### config.mk
export PLATFORM = sky130hd
export DESIGN_NAME = epi_top
export DESIGN_NICKNAME = d
export VERILOG_FILES = /design/src/logic/epi_pkg.sv /design/src/logic/epi_top.sv
export SDC_FILE = /design/constraint.sdc
export NUM_CORES = 1
export LEC_CHECK = 0
export ABC_AREA = 1
export BUFFER_PORTS_ARGS = -buffer_cell sky130_fd_sc_hd__buf_2
export CORE_ASPECT_RATIO = 1.5
export CORE_UTILIZATION = 55
export DETAILED_ROUTE_END_ITERATION = 10
export HOLD_SLACK_MARGIN = 0.02
export PLACE_DENSITY = 0.76
export SLEW_MARGIN = 20
export SYNTH_ARGS = -nofsm -noshare
export SYNTH_HDL_FRONTEND = slang
export SYNTH_SLANG_ARGS = --single-unit
### constraint.sdc
create_clock -name CLK_I -period 3.4 [get_ports CLK_I]
set_clock_uncertainty 0.2 [all_clocks]
set_input_delay 0.34 -clock CLK_I [delete_from_list [all_inputs] [get_ports CLK_I]]
set_output_delay 0.34 -clock CLK_I [all_outputs]
set_load 0.01 [all_outputs]
### src/logic/epi_pkg.sv
`default_nettype none
package epi_pkg;
    // Register indices on the plain register port (our choice, no offsets printed)
    localparam logic [3:0] REG_SENSE_CTRL  = 4'h0;
    localparam logic [3:0] REG_EXT_MASK    = 4'h1;
    localparam logic [3:0] REG_EXT_FLAGS   = 4'h2;
    localparam logic [3:0] REG_GRP_ENABLE  = 4'h3;
    localparam logic [3:0] REG_GRP_FLAGS   = 4'h4;
    localparam logic [3:0] REG_GRP0_MASK   = 4'h5;
    localparam logic [3:0] REG_GRP1_MASK   = 4'h6;
    localparam logic [3:0] REG_GRP2_MASK   = 4'h7;
    localparam logic [3:0] REG_GRP3_MASK   = 4'h8;
    localparam logic [3:0] REG_IRQ_STATUS  = 4'h9;
    localparam logic [3:0] REG_IRQ_MASK    = 4'hA;

    // Field positions
    localparam int SENSE_A_LSB = 0;
    localparam int SENSE_B_LSB = 2;
    localparam int EXT_A_BIT   = 0;
    localparam int EXT_B_BIT   = 1;

    // Reset values
    localparam logic [7:0] RST_BYTE = 8'h00;

    // Pin, group and vector counts
    localparam int NUM_PINS   = 28;
    localparam int NUM_GROUPS = 4;
    localparam int NUM_VEC    = 6;

    // Sense modes
    typedef enum logic [1:0] {
        SENSE_LOW_LEVEL = 2'b00,
        SENSE_ANY_EDGE  = 2'b01,
        SENSE_FALLING   = 2'b10,
        SENSE_RISING    = 2'b11
    } epi_sense_t;

    // Register port request bundle
    typedef struct packed {
        logic [3:0] addr;
        logic [7:0] wdata;
        logic       wr;
        logic       rd;
    } epi_req_t;
endpackage
`default_nettype wire

### src/logic/epi_top.sv
// Behaviour
// - Sense field bits 3:2 select trigger B
// - Sense field bits 1:0 select trigger A
// - Pins sampled; one-cycle pulses register edges
// - Unused register bits read zero
// - Ext enables gated by global enable; WAKE_O ignores global enable
// - Pin activity counts regardless of direction
// - Triggered edge sets ext flag bit
// - Flag cleared on ack or write-one
// - Level mode flag always reads clear
// - Group enables gated by global enable; WAKE_O ignores global enable
// - Pins 27:24,23:16,15:8,7:0 form groups
// - Per-pin masks gate group contribution
// - Change in groups 3..1 sets flag
// - Change in group 0 sets flag
// - Level path wakes from raw pin, change path from synced pins
// - Pin masks reset zero, gate detection
//
// The strobed register port and the address map are this design's own decisions.
`timescale 1ns/10ps
`default_nettype none
module epi_top (
    input  wire logic        CLK_I,
    input  wire logic        RESET_N_I,
    input  wire logic [3:0]  ADDR_I,
    input  wire logic [7:0]  WDATA_I,
    input  wire logic        WR_I,
    input  wire logic        RD_I,
    output logic      [7:0]  RDATA_O,
    input  wire logic [1:0]  EXT_PIN_I,
    input  wire logic [27:0] CHG_PIN_I,
    input  wire logic        GLOBAL_EN_I,
    input  wire logic [5:0]  VEC_ACK_I,
    output logic      [5:0]  VEC_REQ_O,
    output logic             WAKE_O,
    output logic             IRQ_O
);

    ////////////////////////////////////////////////////////////////////////
    // Declarations
    ////////////////////////////////////////////////////////////////////////
    epi_pkg::epi_req_t req;              // Bundled register request
    logic [3:0]  sense_q;                // Sense fields for A and B
    logic [1:0]  ext_en_q;               // External request enables
    logic [1:0]  ext_flag_q;             // External request flags
    logic [3:0]  grp_en_q;               // Group enables
    logic [3:0]  grp_flag_q;             // Group flags
    logic [7:0]  pin_mask_q [4];         // Per-pin masks, one per group
    logic [5:0]  irq_stat_q;             // Sticky summary status
    logic [5:0]  irq_mask_q;             // Summary interrupt mask
    logic [1:0]  ext_s1_q;               // Sync stage one, ext pins
    logic [1:0]  ext_s2_q;               // Sync stage two, ext pins
    logic [1:0]  ext_old_q;              // Previous synchronised ext value
    logic [27:0] chg_s1_q;               // Sync stage one, change pins
    logic [27:0] chg_s2_q;               // Sync stage two, change pins
    logic [27:0] chg_old_q;              // Previous synchronised change value
    logic [1:0]  ext_hit;                // Edge trigger per ext request
    logic [1:0]  ext_lvl;                // Level mode selected
    logic [1:0]  ext_low_async;          // Raw low level, wake path
    logic [31:0] chg_diff;               // Masked changes, padded to 32
    logic [3:0]  grp_hit;                // Change seen per group
    logic [31:0] chg_mask_all;           // Masks packed per pin
    logic [31:0] chg_raw_diff;           // Raw pin change vs last value
    logic [1:0]  ext_clr;                // Clear strobes ext flags
    logic [3:0]  grp_clr;                // Clear strobes group flags
    logic [5:0]  vec_pend;               // Pending request per vector
    logic [5:0]  vec_go;                 // Pending and enabled

    assign req = '{addr: ADDR_I, wdata: WDATA_I, wr: WR_I, rd: RD_I};

    ////////////////////////////////////////////////////////////////////////
    // Pin sampling
    ////////////////////////////////////////////////////////////////////////
    // Two-flop sync, pins read regardless of their direction
    // Stages reset to the idle high level of the pins, so that
    // leaving reset never looks like a falling edge or a change.
    // Only the second stage is read by the compare logic; the
    // first stage may go metastable and feeds nothing else.
    // Pulses shorter than one clock may slip between samples.
    always_ff @(posedge CLK_I) begin
        if (!RESET_N_I) begin
            ext_s1_q  <= 2'h3;
            ext_s2_q  <= 2'h3;
            ext_old_q <= 2'h3;
            chg_s1_q  <= 28'hFFF_FFFF;
            chg_s2_q  <= 28'hFFF_FFFF;
            chg_old_q <= 28'hFFF_FFFF;
        end else begin
            ext_s1_q  <= EXT_PIN_I;
            ext_s2_q  <= ext_s1_q;
            ext_old_q <= ext_s2_q;
            chg_s1_q  <= CHG_PIN_I;
            chg_s2_q  <= chg_s1_q;
            chg_old_q <= chg_s2_q;
        end
    end

    ////////////////////////////////////////////////////////////////////////
    // Edge and change detection
    ////////////////////////////////////////////////////////////////////////
    genvar gi;
    generate
        for (gi = 0; gi < 2; gi++) begin : g_ext
            // Trigger decode per sense field
            // Edges compare the synchronised sample with the one before,
            // so an edge is seen once, two clocks after the pin moves.
            // Level mode never raises an edge hit; it requests directly.
            always_comb begin
                ext_lvl[gi] = (sense_q[2*gi +: 2] == epi_pkg::SENSE_LOW_LEVEL);
                unique case (epi_pkg::epi_sense_t'(sense_q[2*gi +: 2]))
                    epi_pkg::SENSE_LOW_LEVEL: ext_hit[gi] = 1'b0;
                    epi_pkg::SENSE_ANY_EDGE:  ext_hit[gi] = ext_s2_q[gi] ^ ext_old_q[gi];
                    epi_pkg::SENSE_FALLING:   ext_hit[gi] = ext_old_q[gi] & ~ext_s2_q[gi];
                    epi_pkg::SENSE_RISING:    ext_hit[gi] = ~ext_old_q[gi] & ext_s2_q[gi];
                endcase
            end
            // Raw level path bypasses the synchroniser for wake
            assign ext_low_async[gi] = ext_lvl[gi] & ~EXT_PIN_I[gi] & ext_en_q[gi];
        end
        for (gi = 0; gi < 4; gi++) begin : g_grp
            // Masks per pin, group 3 upper bits unused
            assign chg_mask_all[8*gi +: 8] = pin_mask_q[gi];
            assign grp_hit[gi] = |chg_diff[8*gi +: 8];
        end
    endgenerate

    assign chg_raw_diff = {4'h0, chg_s2_q ^ chg_old_q};
    assign chg_diff     = chg_raw_diff & chg_mask_all & {4'h0, 28'hFFF_FFFF};

    ////////////////////////////////////////////////////////////////////////
    // Register writes
    ////////////////////////////////////////////////////////////////////////
    // Control registers, reserved bits never stored
    // Unmapped indices fall through the default and are ignored.
    // Group 3 has only four pins, so its upper mask nibble is kept zero.
    // Writes take effect on the edge that samples the strobe.
    always_ff @(posedge CLK_I) begin
        if (!RESET_N_I) begin
            sense_q       <= 4'h0;
            ext_en_q      <= 2'h0;
            grp_en_q      <= 4'h0;
            irq_mask_q    <= 6'h00;
            pin_mask_q[0] <= epi_pkg::RST_BYTE;
            pin_mask_q[1] <= epi_pkg::RST_BYTE;
            pin_mask_q[2] <= epi_pkg::RST_BYTE;
            pin_mask_q[3] <= epi_pkg::RST_BYTE;
        end else if (req.wr) begin
            unique case (req.addr)
                epi_pkg::REG_SENSE_CTRL: sense_q <= req.wdata[3:0];
                epi_pkg::REG_EXT_MASK:   ext_en_q <= req.wdata[1:0];
                epi_pkg::REG_GRP_ENABLE: grp_en_q <= req.wdata[3:0];
                epi_pkg::REG_GRP0_MASK:  pin_mask_q[0] <= req.wdata;
                epi_pkg::REG_GRP1_MASK:  pin_mask_q[1] <= req.wdata;
                epi_pkg::REG_GRP2_MASK:  pin_mask_q[2] <= req.wdata;
                epi_pkg::REG_GRP3_MASK:  pin_mask_q[3] <= {4'h0, req.wdata[3:0]};
                epi_pkg::REG_IRQ_MASK:   irq_mask_q <= req.wdata[5:0];
                default: ;
            endcase
        end
    end

    ////////////////////////////////////////////////////////////////////////
    // Request flags
    ////////////////////////////////////////////////////////////////////////
    // Clear by vector acknowledge or write-one
    // Writing zero to a flag bit leaves it untouched.
    // An event in the same cycle as a clear keeps the flag set,
    // so a request arriving during the handler is never lost.
    // Level mode holds the external flag at zero at all times.
    assign ext_clr = VEC_ACK_I[1:0] |
                     ({2{req.wr && req.addr == epi_pkg::REG_EXT_FLAGS}} & req.wdata[1:0]);
    assign grp_clr = VEC_ACK_I[5:2] |
                     ({4{req.wr && req.addr == epi_pkg::REG_GRP_FLAGS}} & req.wdata[3:0]);

    // Set wins over clear; level mode forces the flag clear
    always_ff @(posedge CLK_I) begin
        if (!RESET_N_I) begin
            ext_flag_q <= 2'h0;
            grp_flag_q <= 4'h0;
        end else begin
            ext_flag_q <= ((ext_flag_q & ~ext_clr) | ext_hit) & ~ext_lvl;
            grp_flag_q <= (grp_flag_q & ~grp_clr) | grp_hit;
        end
    end

    ////////////////////////////////////////////////////////////////////////
    // Vector requests
    ////////////////////////////////////////////////////////////////////////
    // Level mode requests while the synchronised pin stays low
    // The request drops the cycle after its acknowledge, even if the
    // flag is set again, so one acknowledge never counts twice.
    // Wake uses the raw pin in level mode but is registered on CLK_I, so it needs the clock.
    assign vec_pend = {grp_flag_q, ext_flag_q | (ext_lvl & ~ext_s2_q)};
    assign vec_go   = vec_pend & {grp_en_q, ext_en_q} & {6{GLOBAL_EN_I}};

    always_ff @(posedge CLK_I) begin
        if (!RESET_N_I) begin
            VEC_REQ_O <= 6'h00;
            WAKE_O    <= 1'b0;
        end else begin
            VEC_REQ_O <= vec_go & ~VEC_ACK_I;
            WAKE_O    <= |ext_low_async | |(grp_hit & grp_en_q);
        end
    end

    ////////////////////////////////////////////////////////////////////////
    // Summary interrupt
    ////////////////////////////////////////////////////////////////////////
    // Sticky status set by each raised vector request, write-one clear
    // A request present during the clear sets the bit again.
    // The output is the OR of unmasked status bits, one clock later.
    always_ff @(posedge CLK_I) begin
        if (!RESET_N_I) begin
            irq_stat_q <= 6'h00;
        end else begin
            irq_stat_q <= (irq_stat_q &
                ~({6{req.wr && req.addr == epi_pkg::REG_IRQ_STATUS}} & req.wdata[5:0])) | vec_go;
        end
    end

    always_ff @(posedge CLK_I) begin
        if (!RESET_N_I) begin
            IRQ_O <= 1'b0;
        end else begin
            IRQ_O <= |(irq_stat_q & irq_mask_q);
        end
    end

    ////////////////////////////////////////////////////////////////////////
    // Register reads
    ////////////////////////////////////////////////////////////////////////
    // Data one cycle after the read strobe, zero otherwise
    // Reserved bits are padded with zeros on every read.
    // Reads have no side effects; flags clear only on write-one, acknowledge or, for ext flags, level mode.
    always_ff @(posedge CLK_I) begin
        if (!RESET_N_I) begin
            RDATA_O <= 8'h00;
        end else if (req.rd) begin
            unique case (req.addr)
                epi_pkg::REG_SENSE_CTRL: RDATA_O <= {4'h0, sense_q};
                epi_pkg::REG_EXT_MASK:   RDATA_O <= {6'h00, ext_en_q};
                epi_pkg::REG_EXT_FLAGS:  RDATA_O <= {6'h00, ext_flag_q};
                epi_pkg::REG_GRP_ENABLE: RDATA_O <= {4'h0, grp_en_q};
                epi_pkg::REG_GRP_FLAGS:  RDATA_O <= {4'h0, grp_flag_q};
                epi_pkg::REG_GRP0_MASK:  RDATA_O <= pin_mask_q[0];
                epi_pkg::REG_GRP1_MASK:  RDATA_O <= pin_mask_q[1];
                epi_pkg::REG_GRP2_MASK:  RDATA_O <= pin_mask_q[2];
                epi_pkg::REG_GRP3_MASK:  RDATA_O <= pin_mask_q[3];
                epi_pkg::REG_IRQ_STATUS: RDATA_O <= {2'h0, irq_stat_q};
                epi_pkg::REG_IRQ_MASK:   RDATA_O <= {2'h0, irq_mask_q};
                default:                 RDATA_O <= 8'h00;
            endcase
        end else begin
            RDATA_O <= 8'h00;
        end
    end
endmodule
`default_nettype wire

# == After elaboration in Yosys (flattened, before gate mapping) ==
# Memory sizes are Yosys's and may differ from the RTL's.
# Index checks and enable logic that the tools add are counted.
# totals
ff_bits,134
latch_bits,0
ramBits,32
mem_bits_ro,0
inputBits,53
output_inout_bits,16
elab_cells,124
memories,1
# op_classes
add_sub_neg,0
multipliers,0
n_div,0
order_cmp,0
eq_ne,16
n_shift,0
muxes,24
n_bitwise,48
n_reduce_logical,18
# memory_table
memory,words,width,rd,rd_ports_with_merged_regs,write_ports,line_no,rtl
pin_mask_q,4,8,4,0,4,epi_top.sv:48,logic [7:0] pin_mask_q [4];
# ops
op,n
one-hot mux 8 bit (11 select lines),1
AND 6 bit,6
two-way mux 8 bit,4
AND 28 bit,1
bitwise XOR 28 bit,1
OR reduction 8 bit,3
two-way mux 1 bit,17
== test 4 x 3 -> 1 bit (second input constant),4
AND 4 bit,3
== test 4 bit (second input constant),3
NOT 6 bit,2
AND reduction 2 bit,5
AND 1 bit,8
AND 2 bit,4
== test 2 bit (second input constant),4
== test 4 x 2 -> 1 bit (second input constant),2
OR 4 bit,2
one-hot mux 1 bit (4 select lines),2
OR reduction 4 bit,2
NOT 1 bit,6
NOT 2 bit,3
OR 2 bit,3
OR 6 bit,1
OR reduction 6 bit,1
9 further kinds,18

# == Longest topological paths before layout ==
# logic_depth
ltp_word,8
depth_mapped,11
ltp_nobuf,11

# == Worst setup path before layout ==
# Ideal clock, no wire load.
# synth_path
path_kind,in2reg
from,input port ADDR_I[1]
to,memory pin_mask_q[0][0] (enable)
setup_ns,0.384
t_arrival_ns,1.303
required_time_ns,2.816
path_slack_ns,1.513
stages,5
n_path_buf,0
cell_sequence,inv_1 > nand2_2 > inv_1 > nand2_1 > o21ai_0
# synth_rtl
item,line_no,rtl
start: declaration,epi_top.sv:25,"input wire logic [3:0] ADDR_I,"
end: declaration,epi_top.sv:48,

# == Worst setup path in the final report ==
# layout_path
from,input port RESET_N_I
to,register chg_s1_q[22]
# layout_rtl
item,line_no,rtl
start: declaration,epi_top.sv:24,"input wire logic RESET_N_I,"
end signal: assignment,epi_top.sv:85,chg_s1_q <= 28'hFFF_FFFF;
end signal: assignment,epi_top.sv:92,chg_s1_q <= CHG_PIN_I;
end: declaration,epi_top.sv:54,logic [27:0] chg_s1_q;
# No word-level cell between the ends.

==> metrics.log <==
INFO  metric floorplan.die.height = 131.7 um
INFO  metric yosys_reg_bits = 162
INFO  metric clock_latency_at_the_later_pin_of_the_worst_skew_pair = 0.42 ns
INFO  metric crit_start = RESET_N_I
INFO  metric final_total_power = 4.239 mW
INFO  metric floorplan.die.width = 88.49 um
INFO  metric clock.fmax = 487.8 MHz
INFO  metric critical-path-max-stage-delay = 0.78 ns
INFO  metric power_leakage = 3.723 nW
INFO  metric critical_path.reg2reg.startpoint = sense_q[2]
INFO  metric status = complete, no violations
INFO  metric relSlewSlack = 0.4356
INFO  metric commonest_cells_after_routing_fill_and_taps_aside = sky130_fd_sc_hd__nand2_1, sky130_fd_sc_hd__dfxtp_1, sky130_fd_sc_hd__inv_1
INFO  metric grt_antenna_before_repair = 0
INFO  metric core = 11000 um^2
INFO  metric grt_pass1_vias = 4940
INFO  metric htreeDepth = 4
INFO  metric cp_data_arrival_time = 2.15 ns
INFO  metric floorplan.initialDensity = 0.5612
INFO  metric cap_violations = 0
INFO  metric vdd_ir_drop_max = 0.3962 mV
INFO  metric whs_path_depth = 3
INFO  metric synth_warnings = 0
INFO  metric gp_congestion = 0.9221
INFO  metric timing.hold.worst.start = WDATA_I[4]
INFO  metric synthesis.instances = 745
INFO  metric finalMaxSlewViolations = 0
INFO  metric setup.reg_to_reg.worst_slack = 1.75 ns
INFO  metric floorplan.rows = 47
INFO  metric cts_repair_resize_count = 0
INFO  metric holdPathEnd = irq_mask_q[4]
INFO  metric cts_max_path_buffers = 2
INFO  metric worst_slack = 1.350 ns
INFO  metric grt_util_all_layers = 0.2660
INFO  metric crit_path_top_delay_cell = sky130_fd_sc_hd__clkinv_2
INFO  metric library_cells_used_by_synthesis = 27
INFO  metric rsz0062_at_grt = false
INFO  metric drcViolationCount = 0
INFO  metric layout_min_cycle_time = 2.050 ns
INFO  metric synth.yosys.seq_area_share = 0.5710
INFO  metric timing.critical_path.to_type = flip-flop
INFO  metric syn_area_per_cell = 8.283 um^2
INFO  metric length_in_cells_of_the_worst_reg_to_reg_path = 7
INFO  metric required = 3.50 ns
INFO  metric overflow_after_grt = 0
INFO  metric drtAntennaViolNets = 0
INFO  metric number_of_buffers_and_inverters_on_the_critical_path = 2
INFO  metric drt_first_pass_iters = 4
INFO  metric dp_hpwl = 10.52 mm
INFO  metric via_count = 4982
INFO  metric placed_cells_incl_taps = 946
INFO  metric drt_initial_violations = 301
INFO  metric fraction_of_layout_cells_with_a_size_suffix_above_1 = 0.2062
INFO  metric setup.worst_path.class = in -> reg
INFO  metric min-delay-path-class = in -> reg
INFO  metric powerDensity = 557.0 nW/um^2
INFO  metric grt_pass1_wl = 23.25 mm
INFO  metric area_growth_syn_to_layout = 23.34%
INFO  metric final-hold-violation-count = 0
INFO  metric post_drt_via_cell_ratio = 4.908
INFO  metric final_cycle_share = 0.6030
INFO  metric post_syn_area = 6171 um^2
INFO  metric worst_setup_path_start_kind = primary input
INFO  metric post-place-ws = 1.281 ns
INFO  metric finalCoreUtilization = 0.6921
INFO  metric worst_r2r_endpoint = WAKE_O
INFO  metric finished_layout_cells = 1015
INFO  metric clock_tree_from_tritoncts = done
INFO  metric insertedDiodeCount = 0
INFO  metric wl = 14.61 mm
INFO  metric timing.critical_path.max_delay_family = buffers and inverters
INFO  metric timing.critical_path.fanout_max = 80
INFO  metric ctsRootBufferMaster = sky130_fd_sc_hd__clkbuf_16
INFO  metric finalSetupViolations = 0
INFO  metric cts_bufs_inserted = 17
INFO  metric syn_nets = 802
INFO  metric ioPinCount = 69
INFO  metric clk_transition_reported_paths = 0.07 ns
INFO  metric grt_max_degree = 81
INFO  metric tightest_slew = 0.8466 ns
INFO  metric setup_tns = 0 ns
INFO  metric tritoncts_num_sinks = 162
INFO  metric routed_wire_length_per_instance = 14.39 um
INFO  metric count_of_buffers_from_port_buffering = 68
INFO  metric final_common_cell = sky130_fd_sc_hd__nand2_1
INFO  metric crit_chain = buf_2 > clkinv_2 > or2_2
INFO  metric area_of_the_die = 11660 um^2
INFO  metric nNetsFinal = 912
## worst max-delay path by stage
stage,cells after the start,to,slack [ns]
2_1_floorplan,5,pin_mask_q[0][0],1.51
3_3_place_gp,3,chg_s2_q[18],1.38
3_5_place_dp,3,chg_s2_q[8],1.28
4_1_cts,3,irq_stat_q[3],1.71
5_1_grt,3,chg_s1_q[25],1.18
6_report,3,chg_s1_q[22],1.35
## kinds of logic after synthesis
kind of cell | after synthesis | share of synthesized area
AO/OA/AOI/OAI | 78 | 0.06691
adder cells (fa/ha/maj) | 4 | 0.008111
flip-flops | 162 | 0.5710
AND/OR/NAND/NOR | 379 | 0.2782
buffers and inverters | 122 | 0.07583
## metal layers
| layer | GRT usage | part of all wire | vias to the layer above |
|---|---|---|---|
| li1 | - | - | 2545 |
| met1 | 0.2925 | 0.40 | 2277 |
| met2 | 0.4855 | 0.53 | 132 |
| met3 | 0.04634 | 0.041 | 28 |
| met4 | 0.1147 | 0.031 | 0 |
| met5 | 0 | 0 | - |
## timing repair
| action | CTS | global route |
|---|---|---|
| setup buffers | 0 | 0 |
| hold buffers | 37 | 0 |
| endpoints found under the hold margin | 37 | 0 |
## power breakdown
group | internal [mW] | total, mW | switching, mW | leakage (nW)
sequential | 2.03 | 2.06 | 0.0385 | 1.37
clock | 1.10 | 1.90 | 0.797 | 0.292
combinational | 0.118 | 0.275 | 0.158 | 2.06
## worst register-to-register path, stage by stage, from the launching register on
cell	delay, ns
sky130_fd_sc_hd__dfxtp_1	0.35
sky130_fd_sc_hd__inv_1	0.11
sky130_fd_sc_hd__nand2_1	0.10
sky130_fd_sc_hd__o31ai_1	0.49
sky130_fd_sc_hd__a21oi_1	0.10
sky130_fd_sc_hd__nand2_1	0.11
sky130_fd_sc_hd__nor2_1	0.06
sky130_fd_sc_hd__nor2_1	0.07
## flip-flops by register name (all words and copies together) (netlist names), 4 cells and up
| register | cells |
|---|---|
| chg_s1_q | 28 |
| irq_stat_q | 6 |
| pin_mask_q | 28 |
| chg_old_q | 28 |
| grp_en_q | 4 |
| VEC_REQ_O | 6 |
| grp_flag_q | 4 |
| chg_s2_q | 28 |
| sense_q | 4 |
| RDATA_O | 8 |
| irq_mask_q | 6 |
## synth_stat cells, drive strengths merged
library cell	number	area, um^2
nand2	179	681.9
dfxtp	134	2683
inv	105	394.1
nor2	72	302.8
or2	65	406.6
nand3	55	280.3
o21ai	36	180.2
a21oi	31	155.2
edfxtp	28	840.8
clkbuf	11	41.29
buf	6	32.53
nor3	6	30.03
ha	4	50.05
o22ai	4	25.02
a22oi	2	15.01
a31oi	2	12.51
nand3b	2	15.01
a41oi	1	8.760
o2bb2ai	1	8.760
o31ai	1	7.510
## through the flow
step | area, um^2 | hold WS, ns
floorplan | 6171 | 0.1925
global placement | 6644 | 0.1947
detailed placement | 6644 | 0.1974
CTS | 7610 | 0.02855
global route | 7611 | 0.05459
finish | 7611 | 0.04090
## cell type report
class | count | area (um^2)
multi-input cells | 461 | 2180
clock inverters | 15 | 170.2
flip-flops and latches | 162 | 3523
well taps | 147 | 183.9
repair buffers | 108 | 733.2
inverters | 105 | 395.4
fillers | 909 | 3386
clock buffers | 17 | 425.4
No activity file was read; power rests on OpenSTA's default activity.
